==> src/verilog/gpe_pkg.sv <==
package gpe_pkg;

  // ----------------------------------------------------------------
  // Geometry
  // ----------------------------------------------------------------
  localparam int NUM_PORTS = 3;
  localparam int PORT_W    = 8;
  localparam int NUM_PINS  = 21;
  localparam int PORT_TWO_W = 5;
  localparam logic [7:0] FULL_MASK     = 8'hFF;
  localparam logic [7:0] PORT_TWO_MASK = 8'h1F;
  localparam int HI_DRIVE_A = 8;
  localparam int HI_DRIVE_B = 9;
  localparam logic [7:0] RST_BYTE = 8'h00;

  // ----------------------------------------------------------------
  // Register byte offsets; each group of three is one word per port
  // ----------------------------------------------------------------
  localparam logic [7:0] OFF_DATA0   = 8'h00;
  localparam logic [7:0] OFF_FSEL0   = 8'h0C;
  localparam logic [7:0] OFF_DIR0    = 8'h18;
  localparam logic [7:0] OFF_INP0    = 8'h24;
  localparam logic [7:0] OFF_FLAG0   = 8'h30;
  localparam logic [7:0] OFF_P1EN    = 8'h3C;
  localparam logic [7:0] OFF_PIN_IRQ_CONTROL   = 8'h40;
  localparam logic [7:0] OFF_IENA    = 8'h44;
  localparam logic [7:0] OFF_IENB    = 8'h48;
  localparam logic [7:0] OFF_MODIFY  = 8'h4C;
  localparam logic [7:0] PORT_STRIDE = 8'h04;

  // ----------------------------------------------------------------
  // Field positions
  // ----------------------------------------------------------------
  localparam int PIN_IRQ_CONTROL_EDGE0 = 0;
  localparam int PIN_IRQ_CONTROL_P0_LO = 3;
  localparam int PIN_IRQ_CONTROL_P0_HI = 4;
  localparam int PIN_IRQ_CONTROL_P2_EN = 5;
  localparam int PIN_IRQ_CONTROL_W     = 6;
  localparam int IENA_P0     = 0;
  localparam int IENB_P1     = 1;
  localparam int IENB_P2     = 2;
  localparam int INP2_PD_LSB = 5;
  localparam int MOD_PORT_LSB = 0;
  localparam int MOD_OP_LSB   = 4;
  localparam int MOD_BIT_LSB  = 8;
  localparam int MOD_VAL_LSB  = 16;

  // Latch modify operations
  localparam logic [2:0] MOD_AND  = 3'h0;
  localparam logic [2:0] MOD_OR   = 3'h1;
  localparam logic [2:0] MOD_XOR  = 3'h2;
  localparam logic [2:0] MOD_BCLR = 3'h3;
  localparam logic [2:0] MOD_BSET = 3'h4;
  localparam logic [2:0] MOD_BCPL = 3'h5;

  // ----------------------------------------------------------------
  // Carriers
  // ----------------------------------------------------------------
  typedef struct packed {
    logic [7:0] fsel;
    logic [7:0] dir;
    logic [7:0] inp;
  } gpe_port_cfg_t;

  typedef struct packed {
    logic [NUM_PINS-1:0] out;
    logic [NUM_PINS-1:0] oe;
    logic [NUM_PINS-1:0] pull_up;
    logic [NUM_PINS-1:0] pull_down;
  } gpe_pins_t;

endpackage

==> src/verilog/gpe_sync.sv <==
`timescale 1ns/10ps
`default_nettype none
module gpe_sync #(
  parameter int W = 21
) (
  input  wire logic         pclk,
  input  wire logic         presetn,
  input  wire logic [W-1:0] async_in,
  output logic      [W-1:0] sync_out
);

  // ----------------------------------------------------------------
  // Two-stage synchroniser
  // ----------------------------------------------------------------
  typedef struct packed {
    logic [W-1:0] stage1;
    logic [W-1:0] stage2;
  } gpe_sync_state_t;

  gpe_sync_state_t state_reg;
  gpe_sync_state_t state_next;

  // First stage feeds only the second
  always_comb
  begin
    state_next        = state_reg;
    state_next.stage1 = async_in;
    state_next.stage2 = state_reg.stage1;
  end

  always_ff @(posedge pclk or negedge presetn)
  begin
    if (!presetn)
      state_reg <= '0;
    else
      state_reg <= state_next;
  end

  assign sync_out = state_reg.stage2;

endmodule
`default_nettype wire

==> src/verilog/gpe_edge.sv <==
`timescale 1ns/10ps
`default_nettype none
module gpe_edge #(
  parameter int W = 21
) (
  input  wire logic         pclk,
  input  wire logic         presetn,
  input  wire logic [W-1:0] level,
  input  wire logic [W-1:0] falling,
  input  wire logic [W-1:0] qualify,
  output logic      [W-1:0] edge_hit,
  output logic      [W-1:0] toggle_hit
);

  // ----------------------------------------------------------------
  // Per-pin edge detector
  // ----------------------------------------------------------------
  typedef struct packed {
    logic [W-1:0] prev;
    logic [3:0]   warm;
  } gpe_edge_state_t;

  gpe_edge_state_t state_reg;
  gpe_edge_state_t state_next;

  // Warm-up hides edges from synchroniser fill and pulls waking after reset
  always_comb
  begin
    state_next      = state_reg;
    state_next.prev = level;
    state_next.warm = {state_reg.warm[2:0], 1'b1};
  end

  always_ff @(posedge pclk or negedge presetn)
  begin
    if (!presetn)
      state_reg <= '0;
    else
      state_reg <= state_next;
  end

  // Any change, gated to general-purpose inputs
  assign toggle_hit = state_reg.warm[3] ? ((level ^ state_reg.prev) & qualify) : '0;
  // Rising when select low, falling when high
  assign edge_hit   = toggle_hit & (level ^ falling);

endmodule
`default_nettype wire

==> src/verilog/gpe_top.sv <==
// Design decisions made here: the address map and the APB register port.
`timescale 1ns/10ps
`default_nettype none
module gpe_top (
  input  wire logic                            pclk,
  input  wire logic                            presetn,
  input  wire logic                            psel,
  input  wire logic                            penable,
  input  wire logic                            pwrite,
  input  wire logic [7:0]                      paddr,
  input  wire logic [31:0]                     pwdata,
  output logic      [31:0]                     prdata,
  output logic                                 pready,
  output logic                                 pslverr,
  input  wire logic [gpe_pkg::NUM_PINS-1:0]    pin_in,
  input  wire logic [gpe_pkg::NUM_PINS-1:0]    periph_out,
  input  wire logic [gpe_pkg::NUM_PINS-1:0]    periph_oe,
  input  wire logic                            deep_sleep_mode_a,
  input  wire logic                            deep_sleep_mode_b,
  output var gpe_pkg::gpe_pins_t               pins,
  output logic                                 irq_port_zero,
  output logic                                 irq_port_one,
  output logic                                 irq_port_two,
  output logic                                 port_zero_dma_trigger,
  output logic                                 port_one_dma_trigger
);

  // ----------------------------------------------------------------
  // State
  // ----------------------------------------------------------------
  typedef struct packed {
    logic [2:0][7:0]                  latch;
    gpe_pkg::gpe_port_cfg_t [2:0]     cfg;
    logic [2:0][7:0]                  flags;
    logic [7:0]                       port_one_pin_enables;
    logic [gpe_pkg::PIN_IRQ_CONTROL_W-1:0]      pin_irq_control;
    logic                             port_zero_irq_enable;
    logic                             port_one_irq_enable;
    logic                             port_two_irq_enable;
    gpe_pkg::gpe_pins_t               pins;
    logic [2:0]                       irq;
    logic [1:0]                       dma;
    logic [31:0]                      prdata;
    logic                             pready;
    logic                             pslverr;
  } gpe_state_t;

  gpe_state_t                  state_reg;
  gpe_state_t                  state_next;
  logic [gpe_pkg::NUM_PINS-1:0] pin_level;
  logic [gpe_pkg::NUM_PINS-1:0] edge_hit;
  logic [gpe_pkg::NUM_PINS-1:0] toggle_hit;
  logic [gpe_pkg::NUM_PINS-1:0] gpio_input;
  logic [gpe_pkg::NUM_PINS-1:0] falling_sel;
  logic [gpe_pkg::NUM_PINS-1:0] fsel_flat;
  logic [gpe_pkg::NUM_PINS-1:0] dir_flat;
  logic [gpe_pkg::NUM_PINS-1:0] inp_flat;
  logic [gpe_pkg::NUM_PINS-1:0] latch_flat;
  logic [gpe_pkg::NUM_PINS-1:0] pd_flat;
  logic [2:0][7:0]              pin_bytes;
  logic [2:0][7:0]              hit_bytes;
  logic [2:0][7:0]              toggle_bytes;
  logic [2:0][7:0]              pin_en_bytes;
  logic [31:0]                  rdata;
  logic                         wr_done;
  logic                         deep_sleep;

  // ----------------------------------------------------------------
  // Helpers
  // ----------------------------------------------------------------

  // Port two keeps only five bits
  function automatic logic [7:0] port_mask(input int p);
    port_mask = (p == 2) ? gpe_pkg::PORT_TWO_MASK : gpe_pkg::FULL_MASK;
  endfunction

  // Three port bytes to the 21-pin vector
  function automatic logic [gpe_pkg::NUM_PINS-1:0] flat21(input logic [2:0][7:0] b);
    flat21 = {b[2][gpe_pkg::PORT_TWO_W-1:0], b[1], b[0]};
  endfunction

  // 21-pin vector back to port bytes
  function automatic logic [2:0][7:0] bytes21(input logic [gpe_pkg::NUM_PINS-1:0] v);
    bytes21 = {{3'h0, v[20:16]}, v[15:8], v[7:0]};
  endfunction

  // Word-aligned and inside the map
  function automatic logic addr_mapped(input logic [7:0] a);
    addr_mapped = (a[1:0] == 2'h0) && (a <= gpe_pkg::OFF_MODIFY);
  endfunction

  // Offset of the given port within a group
  function automatic logic [7:0] port_off(input logic [7:0] base, input int p);
    port_off = base + 8'(p * 4);
  endfunction

  // Latch update for byte and single-bit operations
  function automatic logic [7:0] modify_latch(input logic [7:0] old, input logic [2:0] op,
                                              input logic [2:0] bit_idx, input logic [7:0] val);
    logic [7:0] one_hot;
    one_hot = 8'h01 << bit_idx;
    case (op)
      gpe_pkg::MOD_AND:  modify_latch = old & val;
      gpe_pkg::MOD_OR:   modify_latch = old | val;
      gpe_pkg::MOD_XOR:  modify_latch = old ^ val;
      gpe_pkg::MOD_BCLR: modify_latch = old & ~one_hot;
      gpe_pkg::MOD_BSET: modify_latch = old | one_hot;
      gpe_pkg::MOD_BCPL: modify_latch = old ^ one_hot;
      default:           modify_latch = old;
    endcase
  endfunction

  // ----------------------------------------------------------------
  // Pin sampling and edge detection
  // ----------------------------------------------------------------
  gpe_sync #(
    .W (gpe_pkg::NUM_PINS)
  ) u_sync (
    .pclk     (pclk),
    .presetn  (presetn),
    .async_in (pin_in),
    .sync_out (pin_level)
  );

  gpe_edge #(
    .W (gpe_pkg::NUM_PINS)
  ) u_edge (
    .pclk       (pclk),
    .presetn    (presetn),
    .level      (pin_level),
    .falling    (falling_sel),
    .qualify    (gpio_input),
    .edge_hit   (edge_hit),
    .toggle_hit (toggle_hit)
  );

  // Flattened configuration views
  always_comb
  begin
    fsel_flat  = flat21({state_reg.cfg[2].fsel, state_reg.cfg[1].fsel, state_reg.cfg[0].fsel});
    dir_flat   = flat21({state_reg.cfg[2].dir, state_reg.cfg[1].dir, state_reg.cfg[0].dir});
    inp_flat   = flat21({state_reg.cfg[2].inp, state_reg.cfg[1].inp, state_reg.cfg[0].inp});
    latch_flat = flat21(state_reg.latch);
    pd_flat    = {{5{state_reg.cfg[2].inp[gpe_pkg::INP2_PD_LSB+2]}},
                  {8{state_reg.cfg[2].inp[gpe_pkg::INP2_PD_LSB+1]}},
                  {8{state_reg.cfg[2].inp[gpe_pkg::INP2_PD_LSB]}}};
    gpio_input = ~fsel_flat & ~dir_flat;
    falling_sel = {{5{state_reg.pin_irq_control[gpe_pkg::PIN_IRQ_CONTROL_EDGE0+2]}},
                   {8{state_reg.pin_irq_control[gpe_pkg::PIN_IRQ_CONTROL_EDGE0+1]}},
                   {8{state_reg.pin_irq_control[gpe_pkg::PIN_IRQ_CONTROL_EDGE0]}}};
  end

  // Port byte views of pins, events and pin-level enables
  always_comb
  begin
    pin_bytes    = bytes21(pin_level);
    hit_bytes    = bytes21(edge_hit);
    toggle_bytes = bytes21(toggle_hit);
    pin_en_bytes[0] = {{4{state_reg.pin_irq_control[gpe_pkg::PIN_IRQ_CONTROL_P0_HI]}},
                       {4{state_reg.pin_irq_control[gpe_pkg::PIN_IRQ_CONTROL_P0_LO]}}};
    pin_en_bytes[1] = state_reg.port_one_pin_enables;
    pin_en_bytes[2] = {8{state_reg.pin_irq_control[gpe_pkg::PIN_IRQ_CONTROL_P2_EN]}} &
                      gpe_pkg::PORT_TWO_MASK;
  end

  // ----------------------------------------------------------------
  // Register read mux
  // ----------------------------------------------------------------

  // Port data reads the pins, never the latch
  always_comb
  begin
    rdata = 32'h0000_0000;
    for (int p = 0; p < gpe_pkg::NUM_PORTS; p++)
    begin
      if (paddr == port_off(gpe_pkg::OFF_DATA0, p))
        rdata[7:0] = pin_bytes[p];
      if (paddr == port_off(gpe_pkg::OFF_FSEL0, p))
        rdata[7:0] = state_reg.cfg[p].fsel;
      if (paddr == port_off(gpe_pkg::OFF_DIR0, p))
        rdata[7:0] = state_reg.cfg[p].dir;
      if (paddr == port_off(gpe_pkg::OFF_INP0, p))
        rdata[7:0] = state_reg.cfg[p].inp;
      if (paddr == port_off(gpe_pkg::OFF_FLAG0, p))
        rdata[7:0] = state_reg.flags[p];
    end
    if (paddr == gpe_pkg::OFF_P1EN)
      rdata[7:0] = state_reg.port_one_pin_enables;
    if (paddr == gpe_pkg::OFF_PIN_IRQ_CONTROL)
      rdata[gpe_pkg::PIN_IRQ_CONTROL_W-1:0] = state_reg.pin_irq_control;
    if (paddr == gpe_pkg::OFF_IENA)
      rdata[gpe_pkg::IENA_P0] = state_reg.port_zero_irq_enable;
    if (paddr == gpe_pkg::OFF_IENB)
    begin
      rdata[gpe_pkg::IENB_P1] = state_reg.port_one_irq_enable;
      rdata[gpe_pkg::IENB_P2] = state_reg.port_two_irq_enable;
    end
  end

  // ----------------------------------------------------------------
  // Next state
  // ----------------------------------------------------------------
  assign wr_done    = psel & penable & state_reg.pready & pwrite;
  assign deep_sleep = deep_sleep_mode_a | deep_sleep_mode_b;

  always_comb
  begin
    logic [1:0] mport;
    logic [7:0] clr;
    state_next = state_reg;
    mport      = pwdata[gpe_pkg::MOD_PORT_LSB +: 2];
    clr        = 8'h00;

    // No wait state: answer is prepared in the setup cycle
    state_next.pready  = 1'b0;
    state_next.pslverr = 1'b0;
    if (psel && !penable)
    begin
      state_next.pready  = 1'b1;
      state_next.pslverr = ~addr_mapped(paddr);
      state_next.prdata  = addr_mapped(paddr) ? rdata : 32'h0000_0000;
    end

    // Byte-wide configuration and latch writes
    for (int p = 0; p < gpe_pkg::NUM_PORTS; p++)
    begin
      if (wr_done && paddr == port_off(gpe_pkg::OFF_DATA0, p))
        state_next.latch[p] = pwdata[7:0] & port_mask(p);
      if (wr_done && paddr == port_off(gpe_pkg::OFF_FSEL0, p))
        state_next.cfg[p].fsel = pwdata[7:0] & port_mask(p);
      if (wr_done && paddr == port_off(gpe_pkg::OFF_DIR0, p))
        state_next.cfg[p].dir = pwdata[7:0] & port_mask(p);
      // Port two keeps its upper bits as pull-down selects
      if (wr_done && paddr == port_off(gpe_pkg::OFF_INP0, p))
        state_next.cfg[p].inp = pwdata[7:0];
    end

    // Bit and byte modify works on the latch, not the pins
    if (wr_done && paddr == gpe_pkg::OFF_MODIFY && mport != 2'h3)
      state_next.latch[mport] = modify_latch(state_reg.latch[mport],
                                             pwdata[gpe_pkg::MOD_OP_LSB +: 3],
                                             pwdata[gpe_pkg::MOD_BIT_LSB +: 3],
                                             pwdata[gpe_pkg::MOD_VAL_LSB +: 8])
                                & port_mask(int'(mport));

    if (wr_done && paddr == gpe_pkg::OFF_P1EN)
      state_next.port_one_pin_enables = pwdata[7:0];
    if (wr_done && paddr == gpe_pkg::OFF_PIN_IRQ_CONTROL)
      state_next.pin_irq_control = pwdata[gpe_pkg::PIN_IRQ_CONTROL_W-1:0];
    if (wr_done && paddr == gpe_pkg::OFF_IENA)
      state_next.port_zero_irq_enable = pwdata[gpe_pkg::IENA_P0];
    if (wr_done && paddr == gpe_pkg::OFF_IENB)
    begin
      state_next.port_one_irq_enable = pwdata[gpe_pkg::IENB_P1];
      state_next.port_two_irq_enable = pwdata[gpe_pkg::IENB_P2];
    end

    // Flags: a new edge beats a clear in the same cycle
    for (int p = 0; p < gpe_pkg::NUM_PORTS; p++)
    begin
      clr = (wr_done && paddr == port_off(gpe_pkg::OFF_FLAG0, p)) ? ~pwdata[7:0] : 8'h00;
      state_next.flags[p] = ((state_reg.flags[p] & ~clr) | hit_bytes[p]) & port_mask(p);
    end

    // Requests follow flags, pin enables and port enables
    state_next.irq[0] = state_reg.port_zero_irq_enable &
                        |(state_reg.flags[0] & pin_en_bytes[0]);
    state_next.irq[1] = state_reg.port_one_irq_enable &
                        |(state_reg.flags[1] & pin_en_bytes[1]);
    state_next.irq[2] = state_reg.port_two_irq_enable &
                        |(state_reg.flags[2] & pin_en_bytes[2]);

    // Trigger on any general-purpose input transition, either direction
    state_next.dma[0] = |toggle_bytes[0];
    state_next.dma[1] = |toggle_bytes[1];

    // Pad drive; frozen in either deep sleep mode, edges still watched
    if (!deep_sleep)
    begin
      state_next.pins.out = (fsel_flat & periph_out) | (~fsel_flat & latch_flat);
      state_next.pins.oe  = (fsel_flat & periph_oe) | (~fsel_flat & dir_flat);
      state_next.pins.pull_up   = ~state_next.pins.oe & ~inp_flat & ~pd_flat;
      state_next.pins.pull_down = ~state_next.pins.oe & ~inp_flat & pd_flat;
      state_next.pins.pull_up[gpe_pkg::HI_DRIVE_A]   = 1'b0;
      state_next.pins.pull_up[gpe_pkg::HI_DRIVE_B]   = 1'b0;
      state_next.pins.pull_down[gpe_pkg::HI_DRIVE_A] = 1'b0;
      state_next.pins.pull_down[gpe_pkg::HI_DRIVE_B] = 1'b0;
    end
  end

  // ----------------------------------------------------------------
  // State register
  // ----------------------------------------------------------------

  // Reset of all zero means GPIO, input, pull-up except on high-drive pins 8 and 9, no flags
  always_ff @(posedge pclk or negedge presetn)
  begin
    if (!presetn)
      state_reg <= '0;
    else
      state_reg <= state_next;
  end

  // ----------------------------------------------------------------
  // Outputs, all straight from the state register
  // ----------------------------------------------------------------
  assign prdata                = state_reg.prdata;
  assign pready                = state_reg.pready;
  assign pslverr               = state_reg.pslverr;
  assign pins                  = state_reg.pins;
  assign irq_port_zero         = state_reg.irq[0];
  assign irq_port_one          = state_reg.irq[1];
  assign irq_port_two          = state_reg.irq[2];
  assign port_zero_dma_trigger = state_reg.dma[0];
  assign port_one_dma_trigger  = state_reg.dma[1];

endmodule
`default_nettype wire

==> config.mk <==
export PLATFORM = sky130hd
export DESIGN_NAME = gpe_top
export DESIGN_NICKNAME = d
export VERILOG_FILES = /design/src/verilog/gpe_pkg.sv /design/src/verilog/gpe_sync.sv /design/src/verilog/gpe_edge.sv /design/src/verilog/gpe_top.sv
export SDC_FILE = /design/constraint.sdc
export NUM_CORES = 1
export LEC_CHECK = 0
export BUFFER_PORTS_ARGS = -buffer_cell sky130_fd_sc_hd__buf_2
export CAP_MARGIN = 0
export CORE_UTILIZATION = 40
export DETAILED_ROUTE_END_ITERATION = 8
export PLACE_DENSITY_LB_ADDON = 0.1
export SLEW_MARGIN = 20
export SYNTH_ARGS = -nofsm -noshare
export SYNTH_HDL_FRONTEND = slang
export SYNTH_SLANG_ARGS = --single-unit
==> constraint.sdc <==
create_clock -name pclk -period 1.7 [get_ports pclk]
set_input_delay 0.255 -clock pclk [delete_from_list [all_inputs] [get_ports pclk]]
set_output_delay 0.255 -clock pclk [all_outputs]
set_load 0.05 [all_outputs]
==> results of run 1 <==
-- critical path, stage by stage (launching register included) --
cell and delay [ns]:
dfrtp_1 0.39, mux2i_2 0.21, o2bb2ai_2 0.12, buf_4 0.16
a2bb2oi_2 0.13, o21ai_1 0.09, a221o_1 0.43, o21ai_1 0.18
-- metrics by stage --
stage / TNS [ns] / worst slack, ns / hold slack (ns)
3_3_place_gp: -45.33 / -0.651 / 0.160
2_1_floorplan: -10.56 / -0.285 / -0.0406
6_report: -0.228 / -0.0930 / 0.0391
5_1_grt: -0.575 / -0.0890 / 0.0534
4_1_cts: 0 / 0.00388 / 0.0274
3_5_place_dp: -45.68 / -0.604 / 0.159
-- layer usage --
metal,track usage [%],vias up
met1,41.6,5721
met3,4.59,56
met5,0,-
met4,7.17,0
met2,39.7,434
li1,-,5277
-- power groups by stage --
stage | Combinational (mW) | Sequential [mW] | Clock [mW]
after detailed placement | 1.59 | 7.25 | 0
after CTS | 1.64 | 7.13 | 7.38
after global routing | 1.76 | 7.14 | 7.66
final | 1.65 | 7.13 | 7.24
after global placement | 1.58 | 7.25 | 0
after floorplan | 1.01 | 7.22 | 0
-- what timing repair did --
item,in CTS,in global routing
resized for setup,12,29
cloned,0,1
endpoints found under the setup margin,9,39
hold buffers,22,0
pin swaps,6,23
endpoints found under the hold margin,180,0
setup buffers,1,0
-- logic make-up after synthesis --
kind of cell | Yosys count
XOR/XNOR | 32
AO/OA/AOI/OAI | 353
multiplexers | 123
adder cells (fa/ha/maj) | 3
buffers and inverters | 206
other | 2
AND/OR/NAND/NOR | 352
flip-flops | 287
-- cell type report --
class	count	area (um2)	share of cell area (%)
inverters	9	33.8	0.189
clock inverters	17	179	1.00
clock buffers	42	922	5.16
repair buffers	423	2950	16.5
flip-flops and latches	287	7180	40.2
well taps	455	569	3.18
multi-input cells	892	6040	33.8
-- synthesized netlist by cell type, types with 19 or more instances --
master / number / area share, %
mux2i_1: 55 / 3.9
nand2_1: 146 / 3.9
a22oi_1: 19 / 1.0
a22o_1: 38 / 2.4
buf_4: 118 / 6.3
mux2_2: 64 / 5.1
nor2_1: 71 / 1.9
nor2b_1: 25 / 1.1
a21oi_1: 45 / 1.6
dfrtp_1: 287 / 51
clkbuf_1: 53 / 1.4
o21ai_0: 149 / 5.3
nand3_1: 30 / 1.1
-- path summary, 6_finish.rpt --
kind                       slack [ns]                 start                   to  depth (start not counted)
max in group asynchronous        0.72               presetn               pready                          4
setup reg to reg                -0.09        latch_flat[11]       latch_flat[11]                          7
min in group asynchronous        0.23               presetn             pins[75]                          2
setup / recovery                -0.09        latch_flat[11]       latch_flat[11]                          7
hold reg to reg                  0.34  u_edge.state_next[3]  u_edge.state_reg[3]                          0
hold / removal                   0.04        periph_out[12]             pins[75]                          3
==> summary.md, run 1 <==
| Metric | Value |
|---|---|
| Status | complete, but fails checks |
| Failing checks | negative setup slack |
| Core area | 34600 um2 |
| Least-Margin Pin Slew | 0.624 ns |
| Final Cycle Share | 105% |
| Commonest non-fill, non-tap cell in the layout | dfrtp_1 |
| Iteration-0 DRC Markers | 886 |
| Post-Syn Instances | 1358 |
| Comb pwr share | 10.3% |
| Final Wtd Congestion | 0.943 |
| DRT Pass-1 Iters | 5 |
| Synth Area in Compound Gates | 16.1% |
| Clk_lat worst skew | 0.52 ns |
| Fin nets | 1757 |
| Power per cell area | 896 nW/um2 |
| Synth async-reset ratio | 100% |
| Total track usage | 27.3% |
| Mapped cell area | 14100 um2 |
| Initial antenna violation count | 1 |
| Internal Power | 11.9 mW |
| Sequential power share | 44.5% |
| Grt total ovfl | 0 |
| Post-synth EDFFs | 0 |
| RSZ-0062 raised after global routing | true |
| Register clock-pin slew on the reported worst setup and hold paths | 0.06 ns |
| Fin crit period | 1.79 ns |
| Synth Flop Type | dfrtp_1 |
| Worst setup margin | -0.0930 ns |
| Sw power | 4.15 mW |
| Clk pwr share | 45.2% |
| Wire length on met3 | 3570 um |
| Largest family of logic cells by synthesized area | compound AO/OA/AOI/OAI gates |
| First-pass GRT wire length | 72000 um |
| DR WL met2 | 21100 um |
| Crit. End Element | register |
| Crit start category | register |
| CTS buffer count | 34 |
| Vias in the first global route | 11000 |
| Peak supply drop | 0.681 mV |
| Syn. warnings | 0 |
| Antenna-violating nets left | 0 |
| HP Class | in -> reg |
| Die height | 190 um |
| Max reg flops | 80 |
| Clock root buffer | clkbuf_16 |
| # IOs | 233 |
| Final setup fails | 3 |
| Max layer used | met4 |
| Syn avg cell area | 10.4 um2 |
| Post-Place Cells | 2042 |
| Final hold vios | 0 |
| CP max FO | 3 |
| Xor/xnor share of the synthesized area | 1.98% |
| CTS tree | done |
| Clock sink count | 287 |
| DP HPWL | 37700 um |
| Simple-gate share of the synthesized area | 12.5% |
| Distinct cells, synth | 80 |
| M1 wire length | 23400 um |
| Final Non-Filler Cells | 2125 |
| Layout Utilization | 51.6% |
| Largest net degree at the start of global routing | 73 |
| Commonest non-fill, non-tap cells in the layout | 286 x dfrtp_1, 195 x buf_4, 189 x buf_2, 134 x nand2_1, 132 x o21ai_0 |
| Worst Path Required | 2.13 ns |
| DR WL/cell | 23.2 um |
| Diode count | 0 |
| FP Rows | 68 |
| Worst Path Arrival | 2.22 ns |
| Critical path type | reg -> reg |
| Post-Route WL | 49300 um |
| Total number of vias | 11500 |
| Adder-cell area share of the yosys netlist | 0.212% |
| FF+latch count, synth | 287 |
| Htree depth | 2 |
| Area grow syn2layout | 26.5% |
| Register area share after synthesis | 50.8% |
| Clk buf depth | 3 |
| P_leak | 8.29 nW |
| Max Transition Viols Final | 0 |
| Power Total | 16.0 mW |
| Die W | 190 um |
| Fill cell count | 3232 |
| Share of cells above drive strength 1 | 36.2% |
| Slew Limit Headroom | 58.4% |
| Mux share of post-synthesis cell area | 9.42% |
| Initial Util | 40.8% |
| Post-route cell area | 17900 um2 |
| Vias per cell | 5.41 |
| Port bufs | 191 |
| Remaining DRCs | 0 |
| FMAX | 558 MHz |
| Placed Instance Area | 16400 um2 |
| Sw frac | 25.9% |
| MaxCap Viol Count | 0 |
| Clock skew | 0.0216 ns |
| Area of the die | 36100 um2 |
No activity file was read; power rests on OpenSTA's default activity.
==> run 2, diff against run 1 <==
--- a/config.mk
+++ b/config.mk
@@ -7,6 +7,7 @@
 export LEC_CHECK = 0
 export BUFFER_PORTS_ARGS = -buffer_cell sky130_fd_sc_hd__buf_2
 export CAP_MARGIN = 0
+export CORE_ASPECT_RATIO = 1.25
 export CORE_UTILIZATION = 40
 export DETAILED_ROUTE_END_ITERATION = 8
 export PLACE_DENSITY_LB_ADDON = 0.1
==> run 2 against run 1 <==
Against the previous run: the flow still finishes with violations (negative setup slack); largest cell class unchanged; highest routed layer unchanged; sequential power barely moved; sequential cell count did not move; die area barely moved; via count fell by 0.75%; combinational power rose by 3%; wire length rose by 0.26%; power rose by 2.6%; count of clock-buffer cells in the layout fell by 5; worst hold slack got worse by 0.025 ns; clock power rose by 5.0%.
==> summary.md, run 2 (synthesis gave the netlist of run 1 again) <==
| Metric | Value |
|---|---|
| Worst hold path stage count | 3 (unchanged) |
| Fin crit period | 1.87 ns (+0.0787 ns) |
| Core area | 34600 um2 (about the same) |
| Worst Path Required | 2.18 ns (+0.05 ns) |
| Failing checks | negative setup slack |
| CTS buffer count | 30 (-12%) |
| Final Cycle Share | 110% (+4.6 points) |
| Layout Utilization | 52.7% (+1.1 points) |
| CTS tree | done |
| Initial antenna violation count | 0 (-1) |
| Worst hold-check slack | 0.0142 ns (-0.0249 ns) |
| Final Wtd Congestion | 0.907 (-3.8%) |
| RSZ-0062 raised after global routing | true |
| First-pass GRT wire length | 73100 um (+1.5%) |
| Largest net degree at the start of global routing | 81 (+11%) |
| Die height | 212 um (+12%) |
| HP Class | in -> reg |
| Register clock-pin slew on the reported worst setup and hold paths | 0.07 ns (about the same) |
| Htree depth | 1 (-1) |
| Clk_lat worst skew | 0.57 ns (+0.05 ns) |
| Placed Instance Area | 16300 um2 (-0.47%) |
| Reg2Reg Setup Slack | -0.17 ns (-0.08 ns) |
| Iteration-0 DRC Markers | 851 (-4.0%) |
| Clock root buffer | clkbuf_16 |
| Total number of vias | 11400 (-0.75%) |
| WHS Endpoint | pins[80] |
| Vias per cell | 5.29 (-2.1%) |
| Die W | 170 um (-10%) |
| # IOs | 233 (unchanged) |
| Min-Delay Startpoint | periph_out[17] |
| DP HPWL | 37600 um (-0.29%) |
| Clk buf depth | 3 (unchanged) |
| RR Endpoint | prdata[1] |
| Power per cell area | 900 nW/um2 (+0.44%) |
| Post-route cell area | 18300 um2 (+2.1%) |
| MaxCap Viol Count | 0 (unchanged) |
| Least-Margin Pin Slew | 0.633 ns (+0.00921 ns) |
| Power Total | 16.4 mW (+2.6%) |
| Commonest non-fill, non-tap cells in the layout | 284 x dfrtp_1, 190 x buf_2, 186 x buf_4, 134 x nand2_1, 126 x o21ai_0 |
| Worst Setup SP | dir_flat[9] |
| Share of cells above drive strength 1 | 36.2% (-0.069 points) |
| Reg2Reg Depth | 7 (unchanged) |
| DRT Pass-1 Iters | 5 (unchanged) |
| Fin nets | 1774 (+0.97%) |
| FMAX | 534 MHz (-4.2%) |
| Area of the die | 36100 um2 (about the same) |
| Max reg flops | 80 (unchanged) |
| Total track usage | 27.8% (+0.52 points) |
| Initial Util | 40.8% (about the same) |
| Crit start category | register |
| FP Rows | 76 (+12%) |
| Diode count | 0 (unchanged) |
| Commonest non-fill, non-tap cell in the layout | dfrtp_1 |
| Clock skew | 0.0168 ns (-0.00477 ns) |
| Critical path type | reg -> reg |
| Grt total ovfl | 0 (unchanged) |
| Port bufs | 191 (unchanged) |
| P_leak | 8.41 nW (+1.4%) |
| Area grow syn2layout | 29.1% |
| Slew Limit Headroom | 57.6% (-0.77 points) |
| DR WL/cell | 23.0 um (-1.1%) |
| Status | complete, but fails checks |
| Remaining DRCs | 0 (unchanged) |
| CP max FO | 2 (-1) |
| Worst r2r src | dir_flat[9] |
| Peak supply drop | 0.833 mV (+22%) |
| Crit. End Element | register |
| Vias in the first global route | 11300 (+2.5%) |
| Clock sink count | 287 (unchanged) |
| Antenna-violating nets left | 0 (unchanged) |
| Final hold vios | 0 (unchanged) |
| Place WS | -0.729 ns (-0.125 ns) |
| Post-Route WL | 49500 um (+0.26%) |
| Final setup fails | 1 (-2) |
| Worst setup margin | -0.172 ns (-0.0787 ns) |
| Worst Path Arrival | 2.35 ns (+0.13 ns) |
| Max Transition Viols Final | 0 (unchanged) |
run 2: changes by cell type in the layout (fill, tap and decap cells not counted), sizes merged:
| cell | change |
|---|---|
| buf | -2 |
| bufbuf | +1 |
| bufinv | +5 |
| clkbuf | -6 |
| clkinv | -4 |
| dlygate4sd3 | +23 |
run 2: what timing repair did:
item / CTS / global route
pin swaps: 3 / 29
endpoints found under the hold margin: 295 / 0
gates cloned: 1 / 0
hold buffers: 45 / 0
setup endpoints to repair: 10 / 31
buffers inserted: 0 / 13
resized for setup: 11 / 46
run 2: area by class of cell:
cell class                      count  area, um2
Clock inverter                     18        309
Timing Repair Buffer              444       3210
Sequential cell                   287       7190
Inverter                            9       33.8
Fill cell                        3222      16400
Tap cell                          468        586
Multi-Input combinational cell    892       6080
Clock buffer                       37        848
run 2: power by group:
group | total, mW | internal, mW | switching [mW]
Sequential | 7.13 | 7.00 | 0.131
Clock | 7.60 | 4.76 | 2.84
Combinational | 1.70 | 0.588 | 1.11
Total | 16.4 | 12.3 | 4.09
run 2: worst max path at each step:
stage / end / slack, ns / depth (start not counted)
floorplan: prdata[4] / -0.29 / 8
global placement: prdata[2] / -0.73 / 10
detailed placement: prdata[2] / -0.73 / 10
CTS: prdata[1] / -0.19 / 7
global route: prdata[1] / -0.19 / 7
finish: prdata[1] / -0.17 / 7
run 2: worst max-delay path, stage by stage, from the launching register on:
cell      delay, ns
dfrtp_1        0.43
and4b_1        0.22
a31oi_1        0.05
o41ai_2        0.39
buf_4          0.21
a211oi_4       0.05
o31a_1         0.29
o21ai_1        0.15
run 2: routing by layer:
metal	vias up	track usage, %	wire length [um]
met5	-	0	0
met4	0	8.95	1390
met3	75	3.57	2560
met2	375	45.7	23600
met1	5622	38.0	21900
li1	5330	-	-
run 2: through the flow:
step / TNS, ns / std cells
floorplan: -10.56 / 1385
global placement: -54.30 / 2041
detailed placement: -55.25 / 2041
CTS: -0.188 / 2142
global route: -0.595 / 2155
finish: -0.172 / 2155
